--- src/pkg/adc_link_pkg.sv ---
// Behaviour
// - Sample stage holds on conversion-start rising edge.
// - After conversion, track and acquire next input.
// - Normal only with standby pin high, bit clear.
// - Standby pin low or power-down bit enters standby.
// - Host waits wake-up time before converting again.
// - Control word is six bits, MSB first.
// - Host writes one byte under write frame sync.
// - Host reads two bytes under read frame sync.
// - Result is sixteen bits, MSB first.
// - Serial clock idles high, falling edge samples.
// - Writes may be longer; first six bits count.
// - End-of-conversion output falls when result ready.
// - Without end-of-conversion, host waits before reading.
// - Format bit selects straight binary or twos complement.
package adc_link_pkg;
    localparam int CLK_NS = 40;
    localparam int CW_BITS = 6;
    localparam int WR_BITS = 8;
    localparam int RD_BITS = 16;
    localparam int CODE_BITS = 12;
    localparam int CH_BITS = 3;
    localparam int CW_FORMAT = 5;
    localparam int CW_PWRDN = 4;
    localparam int CW_SWCONV = 3;
    localparam logic [5:0] CW_RESET = 6'h00;
    localparam int ACQ_NS_LONG = 600;
    localparam int ACQ_NS_SHORT = 400;
    localparam int WAKE_INT_NS = 2000000;
    localparam int WAKE_EXT_NS = 5000;
    localparam int READ_WAIT_NS_LONG = 2200;
    localparam int READ_WAIT_NS_SHORT = 2000;
    localparam int START_LOW_CYC = 2;
    localparam int FIFO_DEPTH = 4;
    localparam logic [15:0] WORD_ZERO = 16'h0000;

    function automatic int cycles_min(input int ns);
        int c;
        c = (ns + CLK_NS - 1) / CLK_NS;
        return (c < 1) ? 1 : c;
    endfunction : cycles_min
endpackage : adc_link_pkg

--- src/pkg/adc_link_if.sv ---
`timescale 1ns/1ps
interface adc_link_if;
    logic link_clk;
    logic write_frame_sync_n;
    logic read_frame_sync_n;
    logic data_in;
    logic data_out;
    logic data_out_oe;
    logic conversion_start_n;
    logic standby_n;
    logic eoc_n;

    modport device(
        input link_clk,
        input write_frame_sync_n,
        input read_frame_sync_n,
        input data_in,
        input conversion_start_n,
        input standby_n,
        output data_out,
        output data_out_oe,
        output eoc_n
    );

    modport host(
        output link_clk,
        output write_frame_sync_n,
        output read_frame_sync_n,
        output data_in,
        output conversion_start_n,
        output standby_n,
        input data_out,
        input data_out_oe,
        input eoc_n
    );
endinterface : adc_link_if

--- src/rtl/sample_fifo.sv ---
`timescale 1ns/1ps
module sample_fifo #(
    parameter int WIDTH = 16,
    parameter int DEPTH = 4
) (
    input wire logic clk_sys,
    input wire logic rst,
    input wire logic in_valid,
    output logic in_ready,
    input wire logic [WIDTH-1:0] in_data,
    output logic out_valid,
    input wire logic out_ready,
    output logic [WIDTH-1:0] out_data
);
    localparam int AW = (DEPTH > 1) ? $clog2(DEPTH) : 1;
    logic [WIDTH-1:0] mem [DEPTH];
    logic [AW-1:0] wr_ptr;
    logic [AW-1:0] rd_ptr;
    logic [AW:0] count;

    wire push = in_valid && in_ready;
    wire pop = out_valid && out_ready;
    wire [AW-1:0] wr_next = (wr_ptr == AW'(DEPTH - 1)) ? '0 : wr_ptr + 1'b1;
    wire [AW-1:0] rd_next = (rd_ptr == AW'(DEPTH - 1)) ? '0 : rd_ptr + 1'b1;

    assign in_ready = count != (AW + 1)'(DEPTH);
    assign out_valid = count != '0;
    assign out_data = mem[rd_ptr];

    always_ff @(posedge clk_sys) begin
        if (push) begin
            mem[wr_ptr] <= in_data;
        end
    end

    always_ff @(posedge clk_sys or posedge rst) begin
        if (rst) begin
            wr_ptr <= '0;
            rd_ptr <= '0;
            count <= '0;
        end else begin
            if (push) begin
                wr_ptr <= wr_next;
            end
            if (pop) begin
                rd_ptr <= rd_next;
            end
            count <= count + (AW + 1)'(push) - (AW + 1)'(pop);
        end
    end
endmodule : sample_fifo

--- src/rtl/host_end.sv ---
`timescale 1ns/1ps
module host_end
    import adc_link_pkg::*;
#(
    parameter int HALF = 2,
    parameter int WAKE_CYC = cycles_min(WAKE_INT_NS)
) (
    input wire logic clk_sys,
    input wire logic rst,
    adc_link_if.host link,
    input wire logic cmd_valid,
    output logic cmd_ready,
    input wire logic [CW_BITS-1:0] cmd_word,
    input wire logic start_req,
    input wire logic standby_req,
    output logic waking,
    output logic res_valid,
    input wire logic res_ready,
    output logic [RD_BITS-1:0] res_data
);
    localparam int WW = $clog2(WAKE_CYC + 1);

    typedef enum logic [1:0] {
        H_IDLE = 2'b00,
        H_SETUP = 2'b01,
        H_SHIFT = 2'b10,
        H_END = 2'b11
    } host_state_type;

    host_state_type state;
    logic [7:0] div_count;
    logic [4:0] bit_count;
    logic is_read;
    logic sclk;
    logic wfs_n;
    logic rfs_n;
    logic [RD_BITS-1:0] shreg;
    logic [RD_BITS-1:0] rx;
    logic push;
    logic fifo_ready;
    logic [2:0] eoc_sync;
    logic eoc_stable;
    logic eoc_pending;
    logic [WW-1:0] wake_count;
    logic start_low;
    logic [1:0] start_count;
    logic standby_q;
    logic pwrdn_q;

    wire tick = div_count == 8'(HALF - 1);
    wire [4:0] last_bit = is_read ? 5'(RD_BITS - 1) : 5'(WR_BITS - 1);
    wire eoc_next = (eoc_sync[1] & eoc_sync[2])
        | (eoc_stable & (eoc_sync[1] | eoc_sync[2]));
    wire eoc_fall = eoc_stable & ~eoc_next;
    assign cmd_ready = state == H_IDLE;
    wire write_go = cmd_valid && cmd_ready;
    wire read_go = cmd_ready && !cmd_valid && eoc_pending && fifo_ready;
    assign waking = wake_count != '0;
    wire pwrdn_off = write_go && pwrdn_q && !cmd_word[CW_PWRDN];
    wire wake_load = (standby_q && !standby_req) || pwrdn_off;

    assign link.link_clk = sclk;
    assign link.write_frame_sync_n = wfs_n;
    assign link.read_frame_sync_n = rfs_n;
    assign link.data_in = shreg[RD_BITS-1];
    assign link.conversion_start_n = ~start_low;
    assign link.standby_n = ~standby_q;

    always_ff @(posedge clk_sys or posedge rst) begin
        if (rst) begin
            state <= H_IDLE;
            div_count <= '0;
            bit_count <= '0;
            is_read <= 1'b0;
            sclk <= 1'b1;
            wfs_n <= 1'b1;
            rfs_n <= 1'b1;
            shreg <= WORD_ZERO;
            rx <= WORD_ZERO;
            push <= 1'b0;
        end else begin
            push <= 1'b0;
            div_count <= (state == H_IDLE || tick) ? '0 : div_count + 8'h1;
            unique case (state)
                H_IDLE: begin
                    if (write_go) begin
                        shreg <= {cmd_word, {(RD_BITS - CW_BITS){1'b0}}};
                        is_read <= 1'b0;
                        wfs_n <= 1'b0;
                        state <= H_SETUP;
                    end else if (read_go) begin
                        shreg <= WORD_ZERO;
                        is_read <= 1'b1;
                        rfs_n <= 1'b0;
                        state <= H_SETUP;
                    end
                end
                H_SETUP: begin
                    if (tick) begin
                        sclk <= 1'b0;
                        rx <= {rx[RD_BITS-2:0], link.data_out};
                        bit_count <= '0;
                        state <= H_SHIFT;
                    end
                end
                H_SHIFT: begin
                    if (tick && !sclk) begin
                        sclk <= 1'b1;
                        shreg <= {shreg[RD_BITS-2:0], 1'b0};
                        bit_count <= bit_count + 5'h1;
                        if (bit_count == last_bit) begin
                            state <= H_END;
                        end
                    end else if (tick) begin
                        sclk <= 1'b0;
                        rx <= {rx[RD_BITS-2:0], link.data_out};
                    end
                end
                H_END: begin
                    if (tick) begin
                        wfs_n <= 1'b1;
                        rfs_n <= 1'b1;
                        push <= is_read;
                        state <= H_IDLE;
                    end
                end
            endcase
        end
    end

    // The end-of-conversion pin comes from the other party's clock.
    always_ff @(posedge clk_sys or posedge rst) begin
        if (rst) begin
            eoc_sync <= 3'h7;
            eoc_stable <= 1'b1;
            eoc_pending <= 1'b0;
        end else begin
            eoc_sync <= {eoc_sync[1:0], link.eoc_n};
            eoc_stable <= eoc_next;
            eoc_pending <= eoc_fall | (eoc_pending & ~read_go);
        end
    end

    always_ff @(posedge clk_sys or posedge rst) begin
        if (rst) begin
            standby_q <= 1'b0;
            pwrdn_q <= 1'b0;
            wake_count <= '0;
            start_low <= 1'b0;
            start_count <= '0;
        end else begin
            standby_q <= standby_req;
            if (write_go) begin
                pwrdn_q <= cmd_word[CW_PWRDN];
            end
            if (wake_load) begin
                wake_count <= WW'(WAKE_CYC);
            end else if (waking) begin
                wake_count <= wake_count - WW'(1);
            end
            if (start_req && !start_low && !waking && !standby_q) begin
                start_low <= 1'b1;
                start_count <= 2'(START_LOW_CYC - 1);
            end else if (start_low && start_count == '0) begin
                start_low <= 1'b0;
            end else if (start_low) begin
                start_count <= start_count - 2'h1;
            end
        end
    end

    sample_fifo #(
        .WIDTH(RD_BITS),
        .DEPTH(FIFO_DEPTH)
    ) u_results (
        .clk_sys(clk_sys),
        .rst(rst),
        .in_valid(push),
        .in_ready(fifo_ready),
        .in_data(rx),
        .out_valid(res_valid),
        .out_ready(res_ready),
        .out_data(res_data)
    );
endmodule : host_end

--- src/flat_wrapper.sv ---
// flat-port wrapper written by rule: the top's interface ports become plain ports
module host_end_flat import adc_link_pkg::*;
#(
    parameter int HALF = 2,
    parameter int WAKE_CYC = cycles_min(WAKE_INT_NS)
)
  (clk_sys, rst, cmd_valid, cmd_ready, cmd_word, start_req, standby_req, waking, res_valid, res_ready, res_data, link_link_clk, link_write_frame_sync_n, link_read_frame_sync_n, link_data_in, link_conversion_start_n, link_standby_n, link_data_out, link_data_out_oe, link_eoc_n);
  adc_link_if link_i ();
  input wire logic clk_sys;
  input wire logic rst;
  input wire logic cmd_valid;
  output logic cmd_ready;
  input wire logic [CW_BITS-1:0] cmd_word;
  input wire logic start_req;
  input wire logic standby_req;
  output logic waking;
  output logic res_valid;
  input wire logic res_ready;
  output logic [RD_BITS-1:0] res_data;
  output wire logic [$bits(link_i.link_clk)-1:0] link_link_clk;
  output wire logic [$bits(link_i.write_frame_sync_n)-1:0] link_write_frame_sync_n;
  output wire logic [$bits(link_i.read_frame_sync_n)-1:0] link_read_frame_sync_n;
  output wire logic [$bits(link_i.data_in)-1:0] link_data_in;
  output wire logic [$bits(link_i.conversion_start_n)-1:0] link_conversion_start_n;
  output wire logic [$bits(link_i.standby_n)-1:0] link_standby_n;
  input wire logic [$bits(link_i.data_out)-1:0] link_data_out;
  input wire logic [$bits(link_i.data_out_oe)-1:0] link_data_out_oe;
  input wire logic [$bits(link_i.eoc_n)-1:0] link_eoc_n;
  assign link_link_clk = link_i.link_clk;
  assign link_write_frame_sync_n = link_i.write_frame_sync_n;
  assign link_read_frame_sync_n = link_i.read_frame_sync_n;
  assign link_data_in = link_i.data_in;
  assign link_conversion_start_n = link_i.conversion_start_n;
  assign link_standby_n = link_i.standby_n;
  assign link_i.data_out = link_data_out;
  assign link_i.data_out_oe = link_data_out_oe;
  assign link_i.eoc_n = link_eoc_n;
  host_end #(.HALF(HALF), .WAKE_CYC(WAKE_CYC)) u_core (.clk_sys(clk_sys), .rst(rst), .link(link_i), .cmd_valid(cmd_valid), .cmd_ready(cmd_ready), .cmd_word(cmd_word), .start_req(start_req), .standby_req(standby_req), .waking(waking), .res_valid(res_valid), .res_ready(res_ready), .res_data(res_data));
endmodule
--- config.mk ---
export PLATFORM = sky130hd
export DESIGN_NAME = host_end_flat
export DESIGN_NICKNAME = d
export VERILOG_FILES = /design/src/pkg/adc_link_pkg.sv /design/src/pkg/adc_link_if.sv /design/src/rtl/sample_fifo.sv /design/src/rtl/host_end.sv /design/src/flat_wrapper.sv
export SDC_FILE = /design/constraint.sdc
export NUM_CORES = 1
export LEC_CHECK = 0
export BUFFER_PORTS_ARGS = -buffer_cell sky130_fd_sc_hd__buf_4
export CAP_MARGIN = 20
export CORE_AREA = 2 2 117 119
export CTS_CLUSTER_DIAMETER = 30
export DETAILED_ROUTE_END_ITERATION = 7
export DIE_AREA = 0 0 119 121
export PLACE_DENSITY_LB_ADDON = 0.3
export SLEW_MARGIN = 25
export SYNTH_ARGS = -nofsm -noshare
export SYNTH_HDL_FRONTEND = slang
export SYNTH_HIERARCHICAL = 1
export SYNTH_SLANG_ARGS = --single-unit
--- constraint.sdc ---
create_clock -name clk_sys -period 6.2 [get_ports clk_sys]
set_input_delay 0 -clock clk_sys [delete_from_list [all_inputs] [get_ports clk_sys]]
set_output_delay 0 -clock clk_sys [all_outputs]
set_load 0.05 [all_outputs]
==> results of run 1 <==
-- per-stage QoR --
step | instance area, sq um | util
4_1_cts | 7218 | 0.5516
3_3_place_gp | 6568 | 0.5019
5_1_grt | 7219 | 0.5517
3_5_place_dp | 6573 | 0.5023
2_1_floorplan | 6133 | -
6_report | 7219 | 0.5517
-- worst paths after layout --
kind	start	end	slack, ps	cells after the start
worst min-delay path	cmd_word[5]	u_core/shreg[15]$_DFFE_PP0P_	30	4
worst min register to register	u_core/eoc_sync[0]$_DFF_PP1_	u_core/eoc_sync[1]$_DFF_PP1_	350	0
min in group asynchronous	rst	u_core/u_results/count[1]$_DFF_PP0_	80	3
worst max-delay path	u_core/div_count[1]$_DFF_PP0_	u_core/shreg[10]$_DFFE_PP0P_	3100	8
max in group asynchronous	rst	u_core/eoc_sync[2]$_DFF_PP1_	4970	4
worst max register to register	u_core/div_count[1]$_DFF_PP0_	u_core/shreg[10]$_DFFE_PP0P_	3100	8
-- kinds of logic after synthesis --
family                   after synthesis  share of synthesized area
AO/OA/AOI/OAI                         50                    0.05243
adder cells (fa/ha/maj)               21                    0.04366
flip-flops                           139                     0.6208
AND/OR/NAND/NOR                      132                     0.1195
XOR/XNOR                              12                    0.01714
buffers and inverters                 40                    0.02999
multiplexers                          42                     0.1165
-- worst min-delay path, stage by stage --
cell     delay (ps)
buf_4           100
nor3b_1         120
a21oi_1         100
a21oi_1          70
-- per-layer routing --
layer | wire length (um) | vias to the layer above | GRT usage | part of all wire
met4 | 121 | 0 | 0.06250 | 0.012
li1 | - | 1730 | - | -
met2 | 5009 | 73 | 0.2446 | 0.48
met1 | 4947 | 1801 | 0.2091 | 0.47
met5 | 0 | - | 0 | 0
met3 | 424 | 12 | 0.05169 | 0.040
-- flip-flops by register name, summed over array words and instances (netlist names), 3 cells and up --
name	count
u_core/div_count	8
u_core/u_results/count	3
u_core/rx	16
u_core/shreg	6
u_core/eoc_sync	3
u_core/bit_count	5
u_core/wake_count	16
u_core/u_results/mem	64
-- final cells by class --
| cell class | instances | area (sq um) |
|---|---|---|
| Fill cell | 1071 | 5866 |
| Sequential cell | 139 | 3809 |
| Multi-Input combinational cell | 257 | 2147 |
| Clock buffer | 19 | 452.9 |
| Timing Repair Buffer | 49 | 392.9 |
| Tap cell | 176 | 220.2 |
| Inverter | 28 | 105.1 |
| Clock inverter | 13 | 92.59 |
-- placed cells by master (no fill, tap or decap), drive strengths merged, types with 6 or more instances in the layout --
master        n
a21oi        26
buf          39
clkbuf       19
dfrtp        68
dfstp         7
dlygate4sd3  10
edfxtp       64
ha           19
inv          32
mux2         21
mux4         16
nand2        23
nand3        20
nor2         30
nor4          8
o21ai         6
or3           7
or4           6
xor2          8
-- report_power, final --
| part | internal (mW) | switching (mW) | leakage, nW |
|---|---|---|---|
| registers | 1.19 | 0.214 | 1.48 |
| clock network | 0.533 | 0.388 | 0.258 |
| logic | 0.481 | 0.666 | 1.19 |
| total | 2.20 | 1.27 | 2.93 |
==> results.md, run 1 <==
* Min-delay worst type: primary input to flip-flop
* PwrDens at 481.0 nW/um^2
* Global Route Usage Sum at 0.1585
* Synth async-reset ratio at 0.5396
* Starting DRC count in detailed routing at about 350
* Die area at about 14000 sq um
* Cell taking the most area after synthesis: edfxtp_1
* H-tree depth at 4
* 1st-pass router iterations at 4
* Crit path top cell by count: ha_1
* Root Driver: clkbuf_16
* PortBufs at 38
* CTS tree: yes
* Relative slew slack at 0.3807
* Die H at roughly 120 um
* Placed Cells incl. Taps at about 640
* FP Rows at 42
* Register area share after synthesis at 0.6208
* CP arrival at between 3000 and 4000 ps
* GR Overflow Total at 0
* Least-Margin Pin Slew at approximately 930 ps
* Layout Area Growth over Synthesis at 17.71%
* Initial antenna violation count at 0
* Synthesized area at between 6000 and 7000 sq um
* Startpoint types: flip-flop
* Synthesized instance count at ~440
* CTS Buf Count at 17
* Clock Pin Slew Worst Setup and Hold Paths at around 60 ps
* Top cell type's share of synthesized area at 0.3133
* Post-CTS Resized at 0
* Seq cells post-synth at about 140
* Setup Fix Bufs, Post-CTS at 0
* Post-route antenna net violation count at 0
* FMAX at between 300 and 400 MHz
* Worst path max stage delay at ~600 ps
* Syn_area_per_cell at around 14 sq um
* Crit path time final at slightly above 3000 ps
* Core Area at 13090 sq um
* Largest cells by area after synthesis: edfxtp_1, dfrtp_1, ha_1
* Skew-Pair Late Insertion Delay at approximately 420 ps
* Status: finished, final reports clean
* Crit-path max FO at 11
* Worst path slowest cell: a211oi_2
* Number of synthesized flops with an enable pin at 64
* Sink Count at ~140
* DP HPWL at roughly 6.7 mm
* Vias after detailed routing at ~3600
* Die X at approximately 120 um
* Yosys Warn Count at 6
* CP top delay family: simple AND/OR/NAND/NOR gates
* Final Worst Setup Slack at between 3000 and 4000 ps
* Dpl ws at between 3000 and 4000 ps
* Worst Skew at roughly 7 ps
* DRC at 0
* Final Wtd Congestion at ~0.77
* Vias per inst at about 5.3
* Worst EP required at about 6400 ps
* Final Hold Viols at 0
* Nets@finish at 527
* Crit Path Class: flip-flop to flip-flop
* Vias in the first global route at about 3500
* Initial Util at 0.4687
* Syn nets at 471
* Maximum clock path buffer count at 2
* Setup TNS at 0 ps
* DR WL/cell at ~15 um
* Synth unique cells at 57
* Final Non-Filler Cells at between 600 and 700
* Maxcap violations at 0
* Final period util at 0.5001
* RSZ-0062 raised after global routing: no
* Largest net degree at the start of global routing at 39
* # diodes at 0
* Most common cell in the netlist: dfrtp_1
* I/O pins at 40
* First-pass GRT wire length at roughly 17 mm
* Post-synth top cells: dfrtp_1, edfxtp_1, nor2_1
* Crit-path cells: inv_1 -> ha_1 -> or4b_4 -> nor4_4 -> ha_1 -> nor2b_1 -> a211oi_2 -> o32ai_1
* Top_reg_cell synth: dfrtp_1
* Hold WS at approximately 28 ps
* Crit end category: flip-flop
* Share of cells above drive strength 1 at 0.2376
* Final WL at 10.50 mm
* Hold buffer count at cts at 10
* Max Transition Viols Final at 0
* Max VDD drop at between 200 and 300 uV
* Power consumption at 3.473 mW
* Leakage power at a little under 3 nW
* Buffers & Inverters on Critical Path at 1
* Final setup violation count at 0
Power figures use the tool's default switching activity.
==> run 2, diff against run 1 <==
Settings changed: ABC_AREA set to 1, CORE_AREA 2 2 117 119 to 2 2 120 122, DIE_AREA 0 0 119 121 to 0 0 122 124.
Clock period 6.2 ns to 2.8 ns, I/O delays scaled along.
==> run 2 against run 1 <==
Wire length increased by 16%. Clock-buffer cell count decreased by 1. Largest cell class unchanged. Register-to-register slack worse by 2400 ps. Critical path depth up 4. Synthesized cell count rose by 56%. First-iteration DRC count down 5.2%. Setup slack lost 2400 ps. Total power up 140%. Critical endpoint is now u_core/rx[1]$_DFFE_PP0P_. Non-clock buffer count is 11 higher. Utilization rose by 1.1 points.
==> results.md, run 2 <==
* Synth async-reset ratio at 0.5396
* Core Area at ~14000 sq um
* Setup TNS at 0 ps
* Layout Area Growth over Synthesis at 18.32%
* Comb pwr share at 0.365
* Global Route Usage Sum at 0.1822
* Max VDD drop at 410.3 uV
* Synthesized-area fraction occupied by adder cells at 0.04101
* Placed Cells incl. Taps at around 890
* Post-synth top cells: nand2_1, inv_1, dfrtp_1
* Vias after detailed routing at ~4700
* RSZ-0062 raised after global routing: no
* Crit-path cells: ha_1 -> nand2_1 -> nor2_2 -> nand2_4 -> clkinv_4 -> ha_1 -> nand2_1 -> inv_2 -> nor2_8 -> nand2_4 -> nand2_1 -> nand2_1
* Crit path time final at ~2100 ps
* Max Transition Viols Final at 0
* DP Area at approximately 7000 sq um
* Synthesized instance count at 681
* Worst EP required at roughly 3100 ps
* Crit Path Class: flip-flop to flip-flop
* Crit path top cell by count: nand2_1
* Share of cells above drive strength 1 at 0.1717
* Worst Skew at between 7 and 8 ps
* Cell taking the most area after synthesis: edfxtp_1
* Root Driver: clkbuf_16
* Largest regs: u_core/u_results/mem: 64 flops, u_core/rx: 16 flops, u_core/wake_count: 16 flops
* GR Overflow Total at 0
* H-tree depth at 4
* Die H at ~120 um
* # diodes at 0
* Nets@finish at just under 800
* Final Worst Setup Slack at about 700 ps
* Seq cells post-synth at about 140
* DP HPWL at 8.233 mm
* Initial antenna violation count at 0
* CTS tree: yes
* Biggest register: u_core/u_results/mem
* Relative slew slack at 0.5003
* Min-delay worst type: primary input to asynchronous set/reset pin
* PortBufs at 38
* CTS Buf Count at 17
* Final Hold Viols at 0
* Vias in the first global route at approximately 4700
* Starting DRC count in detailed routing at 330
* Post-Synth Simple-Gate Area at 0.2181
* Post-synthesis mux area share at 0
* Die area at ~15000 sq um
* Compound-Gate Fraction of Synth Area at 0.06688
* Maxcap violations at 0
* Least-Margin Pin Slew at between 700 and 800 ps
* Reg power frac at 0.353
* Finished Core Util at 0.5631
* Synth unique cells at 39
* Vias per inst at 4.991
* Final WL at about 12 mm
* Dpl ws at between 700 and 800 ps
* Register area share after synthesis at 0.5832
* Final period util at 0.7504
* Worst path max stage delay at around 420 ps
* Sink Count at ~140
* Crit end category: flip-flop
* Worst R2R Start: u_core/div_count[0]$_DFF_PP0_
* Final Non-Filler Cells at between 900 and 1000
* Post-CTS Resized at 0
* Worst path slowest cell: dfrtp_1
* Hold WS at a little under 100 ps
* Leakage power at 3.499 nW
* Number of synthesized flops with an enable pin at 64
* Syn_area_per_cell at about 9.6 sq um
* Maximum clock path buffer count at 2
* XOR/XNOR Fraction of Synth Area at 0.006708
* Post-route antenna net violation count at 0
* PwrDens at around 1100 nW/um^2
* Sw Ratio at 0.4037
* DRC at 0
* Final Instance Area at 7725 sq um
* Skew-Pair Late Insertion Delay at 420 ps
* Syn nets at 716
* FP Rows at between 40 and 50
* Largest cells by area after synthesis: edfxtp_1, dfrtp_1, nand2_1
* Startpoint types: flip-flop
* Synthesized area at 6529 sq um
* Power share of the clock group at 0.282
* Most common cell after layout, fill and taps aside: nand2_1
* Yosys Warn Count at 6
* Initial Util at 0.4759
* Final setup violation count at 0
* First-pass GRT wire length at approximately 21 mm
* Die X at between 100 and 150 um
* Final Wtd Congestion at 0.8622
* I/O pins at 40
* Crit-path max FO at 18
* FMAX at approximately 480 MHz
* Power consumption at 8.169 mW
* Largest net degree at the start of global routing at 44
* Clock Pin Slew Worst Setup and Hold Paths at 60 ps
* 1st-pass router iterations at 6
* CP arrival at 2410 ps
* Status: finished, final reports clean
* Largest family of logic cells by synthesized area: simple AND/OR/NAND/NOR gates
* Top_reg_cell synth: dfrtp_1
* Most common cell in the netlist: nand2_1
* Critical Path Source: u_core/div_count[0]$_DFF_PP0_
* Net switching power at ~3.3 mW
* Most frequent cells in the layout: nand2_1, inv_1, dfrtp_1
* DR WL/cell at about 13 um
* Max reg flops at 64
* Top cell type's share of synthesized area at 0.2944
* Cell Int Power at ~4.9 mW
## run 2: changes by cell type in the layout (fill, tap and decap cells not counted), moves of 17 or more
cell	previous run	this run
a21oi_1	26	6
inv_1	26	91
nand2_1	22	175
nand3_1	20	52
nor2_1	30	55
o211ai_1	3	32
o21ai_1	0	17
## run 2: what timing repair did
| action | in CTS | in global routing |
|---|---|---|
| hold endpoints to repair | 58 | 0 |
| hold buffers | 13 | 0 |
| setup buffers | 0 | 0 |
## run 2: worst max-delay path, delay by kind of cell, from the launching register on
kind	cells	cell delay [ps]
adders and majority gates	2	470
and+or+nand+nor	8	890
buffers and inverters	2	220
DFF	1	420
## run 2: layer usage
layer | GRT usage | share of wire | up-vias
met2 | 0.3177 | 0.50 | 102
li1 | - | - | 2337
met4 | 0.05747 | 0.013 | 0
met1 | 0.2161 | 0.44 | 2224
met3 | 0.05632 | 0.051 | 14
met5 | 0 | 0 | -
## run 2: cell type report
class                           count  area (sq um)
Tap cell                          180         225.2
Clock buffer                       18         429.2
Fill cell                        1170          5995
Sequential cell                   139          3809
Timing Repair Buffer               60         483.0
Inverter                          109         420.4
Clock inverter                     14         186.4
Multi-Input combinational cell    417          2172
## run 2: final timing paths
| path | end | slack [ps] | cells past startpoint |
|---|---|---|---|
| min | u_core/u_results/wr_ptr[1]$_DFFE_PP0P_ | 100 | 3 |
| min in group clk_sys | u_core/eoc_sync[0]$_DFF_PP1_ | 230 | 2 |
| max reg2reg | u_core/rx[1]$_DFFE_PP0P_ | 700 | 12 |
| min reg2reg | u_core/eoc_sync[1]$_DFF_PP1_ | 350 | 0 |
| max in group asynchronous | u_core/wake_count[1]$_DFFE_PP0P_ | 1830 | 4 |
| max | u_core/rx[1]$_DFFE_PP0P_ | 700 | 12 |
## run 2: cell families (layout without fill, tap and decap cells)
logic type / count (synthesis) / count (layout)
fa+ha+maj: 21 / 21
flops: 139 / 139
compound gates: 69 / 69
buf+inv: 125 / 201
xor+xnor: 5 / 5
simple gates: 322 / 322
## run 2: power by group through the flow
stage / combinational [mW] / clock [mW] / sequential [mW]
6_report: 2.99 / 2.30 / 2.88
5_1_grt: 3.33 / 2.45 / 2.94
4_1_cts: 3.02 / 2.35 / 2.89
3_5_place_dp: 2.98 / 0 / 2.92
3_3_place_gp: 2.90 / 0 / 2.89
2_1_floorplan: 2.39 / 0 / 2.84
==> run 3, diff against run 2 <==
Clock period 2.8 ns to 2.1 ns, I/O delays scaled along.
==> run 3 against run 2 <==
Combinational power grew 37%. Register-to-register slack lost 520 ps. Total power grew 33%. Clock power grew 30%. Via count shrank 2.1%. Utilization grew 0.13 points. Clock skew is essentially flat. Hold slack lost 1.5 ps. First-iteration DRC count shrank 24%.
==> results.md, run 3 (synthesis gave the netlist of run 2 again) <==
* Clock Pin Slew Worst Setup and Hold Paths at around 60 ps
* Final Hold Viols at 0
* Initial antenna violation count at 0
* Sink Count at approximately 140
* Status: finished, final reports clean
* H-tree depth at 4
* # diodes at 0
* Worst path depth at 11
* CP top delay family: adder cells
* Final Non-Filler Cells at between 900 and 1000
* Final Wtd Congestion at about 0.89
* First-pass GRT wire length at slightly below 20 mm
* Most common cell after layout, fill and taps aside: nand2_1
* Finished Core Util at 0.5643
* Largest regs: u_core/u_results/mem: 64 flops, u_core/rx: 16 flops, u_core/wake_count: 16 flops
* Dpl ws at 88.89 ps
* Maxcap violations at 0
* Crit Path Class: flip-flop to flip-flop
* Final Worst Setup Slack at between 150 and 200 ps
* Final WL at 11.61 mm
* Layout fillers at 1191
* Buffers & Inverters on Critical Path at 3
* Largest net degree at the start of global routing at 45
* Max Transition Viols Final at 0
* Worst EP required at between 2000 and 2500 ps
* GR Overflow Total at 0
* PortBufs at 38
* Setup Fix Bufs, Post-CTS at 0
* DP HPWL at roughly 8.1 mm
* Most frequent cells in the layout: nand2_1, inv_1, dfrtp_1
* Crit-path cells: nor2_2 -> nand2_2 -> nand2_2 -> inv_1 -> ha_1 -> inv_1 -> ha_1 -> inv_1 -> fa_1 -> nand3_1 -> nand2_1
* Vias after detailed routing at about 4600
* FMAX at approximately 520 MHz
* Worst reg-to-reg path cell count at 11
* Placed Cells incl. Taps at 894
* Skew-Pair Late Insertion Delay at just over 400 ps
* Max reg flops at 64
* CP arrival at between 2000 and 2500 ps
* Least-Margin Pin Slew at 548.0 ps
* Worst Skew at 8.051 ps
* Min-delay worst type: primary input to asynchronous set/reset pin
* CTS Buf Count at 17
* Crit-path max FO at 4
* DRC at 0
* Leakage power at 3.514 nW
* Crit path time final at between 1500 and 2000 ps
* Nets@finish at 781
* Final period util at 0.9139
* Share of cells above drive strength 1 at 0.1765
* DR WL/cell at roughly 12 um
* Crit path top cell by count: inv_1
* Die X at between 100 and 150 um
* Core Area at approximately 14000 sq um
* CTS tree: yes
* I/O pins at 40
* Starting DRC count in detailed routing at roughly 250
* Maximum clock path buffer count at 2
* Root Driver: clkbuf_16
* Worst path max stage delay at ~440 ps
* Vias in the first global route at between 4000 and 5000
* Crit end category: flip-flop
* Initial Util at 0.4759
* Global Route Usage Sum at 0.1711
* Worst path slowest cell: dfrtp_2
* Max VDD drop at 891.7 uV
* Layout Area Growth over Synthesis at 18.59%
* Die H at 124 um
* 1st-pass router iterations at 5
* Vias per inst at roughly 4.9
* Post-route antenna net violation count at 0
* Relative slew slack at 0.6347
* FP Rows at 43
* Die area at 15130 sq um
* Biggest register: u_core/u_results/mem
* Startpoint types: flip-flop
* Final setup violation count at 0
* PwrDens at 1403 nW/um^2
## run 3: cell count changes in the layout (fill, tap and decap cells not counted), sizes merged
cell and delta:
clkinv +2, inv -1, clkinvlp -2, buf +2
clkbuf +1
## run 3: worst reg2reg max path, cell delays in order (launching register included)
cell and delay, ps:
dfrtp_2 440, nor2_2 140, nand2_2 90, nand2_2 80, inv_1 40, ha_1 260, inv_1 50, ha_1 130
inv_1 50, fa_1 380, nand3_1 100, nand2_1 60
## run 3: power breakdown
group / switching [mW] / leakage [nW] / internal, mW
Combinational: 2.83 / 1.72 / 1.28
Clock: 1.11 / 0.294 / 1.88
Sequential: 0.404 / 1.50 / 3.37
Total: 4.34 / 3.51 / 6.52
## run 3: final cells by class
cell class              instances  area [sq um]  area share
well taps                     180         225.2     0.02909
inverters                     109         419.2     0.05414
clock inverters                13         165.2     0.02133
clock buffers                  19         432.9     0.05591
flip-flops and latches        139          3810      0.4921
repair buffers                 62         510.5     0.06593
multi-input cells             417          2180      0.2815
## run 3: timing repair
item	4_1_cts	5_1_grt
gates resized for setup	0	3
hold buffers	13	0
hold endpoints to repair	41	0
endpoints found under the setup margin	0	2
## run 3: worst paths after layout
kind	start	to	slack [ps]
worst max-delay path	u_core/u_results/count[1]$_DFF_PP0_	u_core/u_results/count[2]$_DFF_PP0_	180
worst min-delay path	rst	u_core/u_results/wr_ptr[1]$_DFFE_PP0P_	90
worst max register to register	u_core/u_results/count[1]$_DFF_PP0_	u_core/u_results/count[2]$_DFF_PP0_	180
worst min register to register	u_core/eoc_sync[0]$_DFF_PP1_	u_core/eoc_sync[1]$_DFF_PP1_	360
max in group asynchronous	rst	u_core/wake_count[14]$_DFFE_PP0P_	1280
min in group clk_sys	link_eoc_n	u_core/eoc_sync[0]$_DFF_PP1_	240
## run 3: metal layers
metal  vias up  GRT usage  share of wire
met4         0    0.07256          0.011
met2        79     0.2996           0.51
li1       2341          -              -
met1      2149     0.2002           0.44
met5         -          0              0
met3        11    0.04396          0.042
## run 3: per-stage QoR
step                      setup TNS (ps)  total power [mW]  cell area [sq um]  hold WS [ps]
final                                  0             10.86               7742         94.61
after global routing              -6.809             11.56               7742         110.3
after CTS                              0             10.96               7736         83.28
after floorplan                        0             6.976               6531        -196.6
after global placement                 0             7.748               7008        -29.88
after detailed placement               0             7.924               7008        -27.60
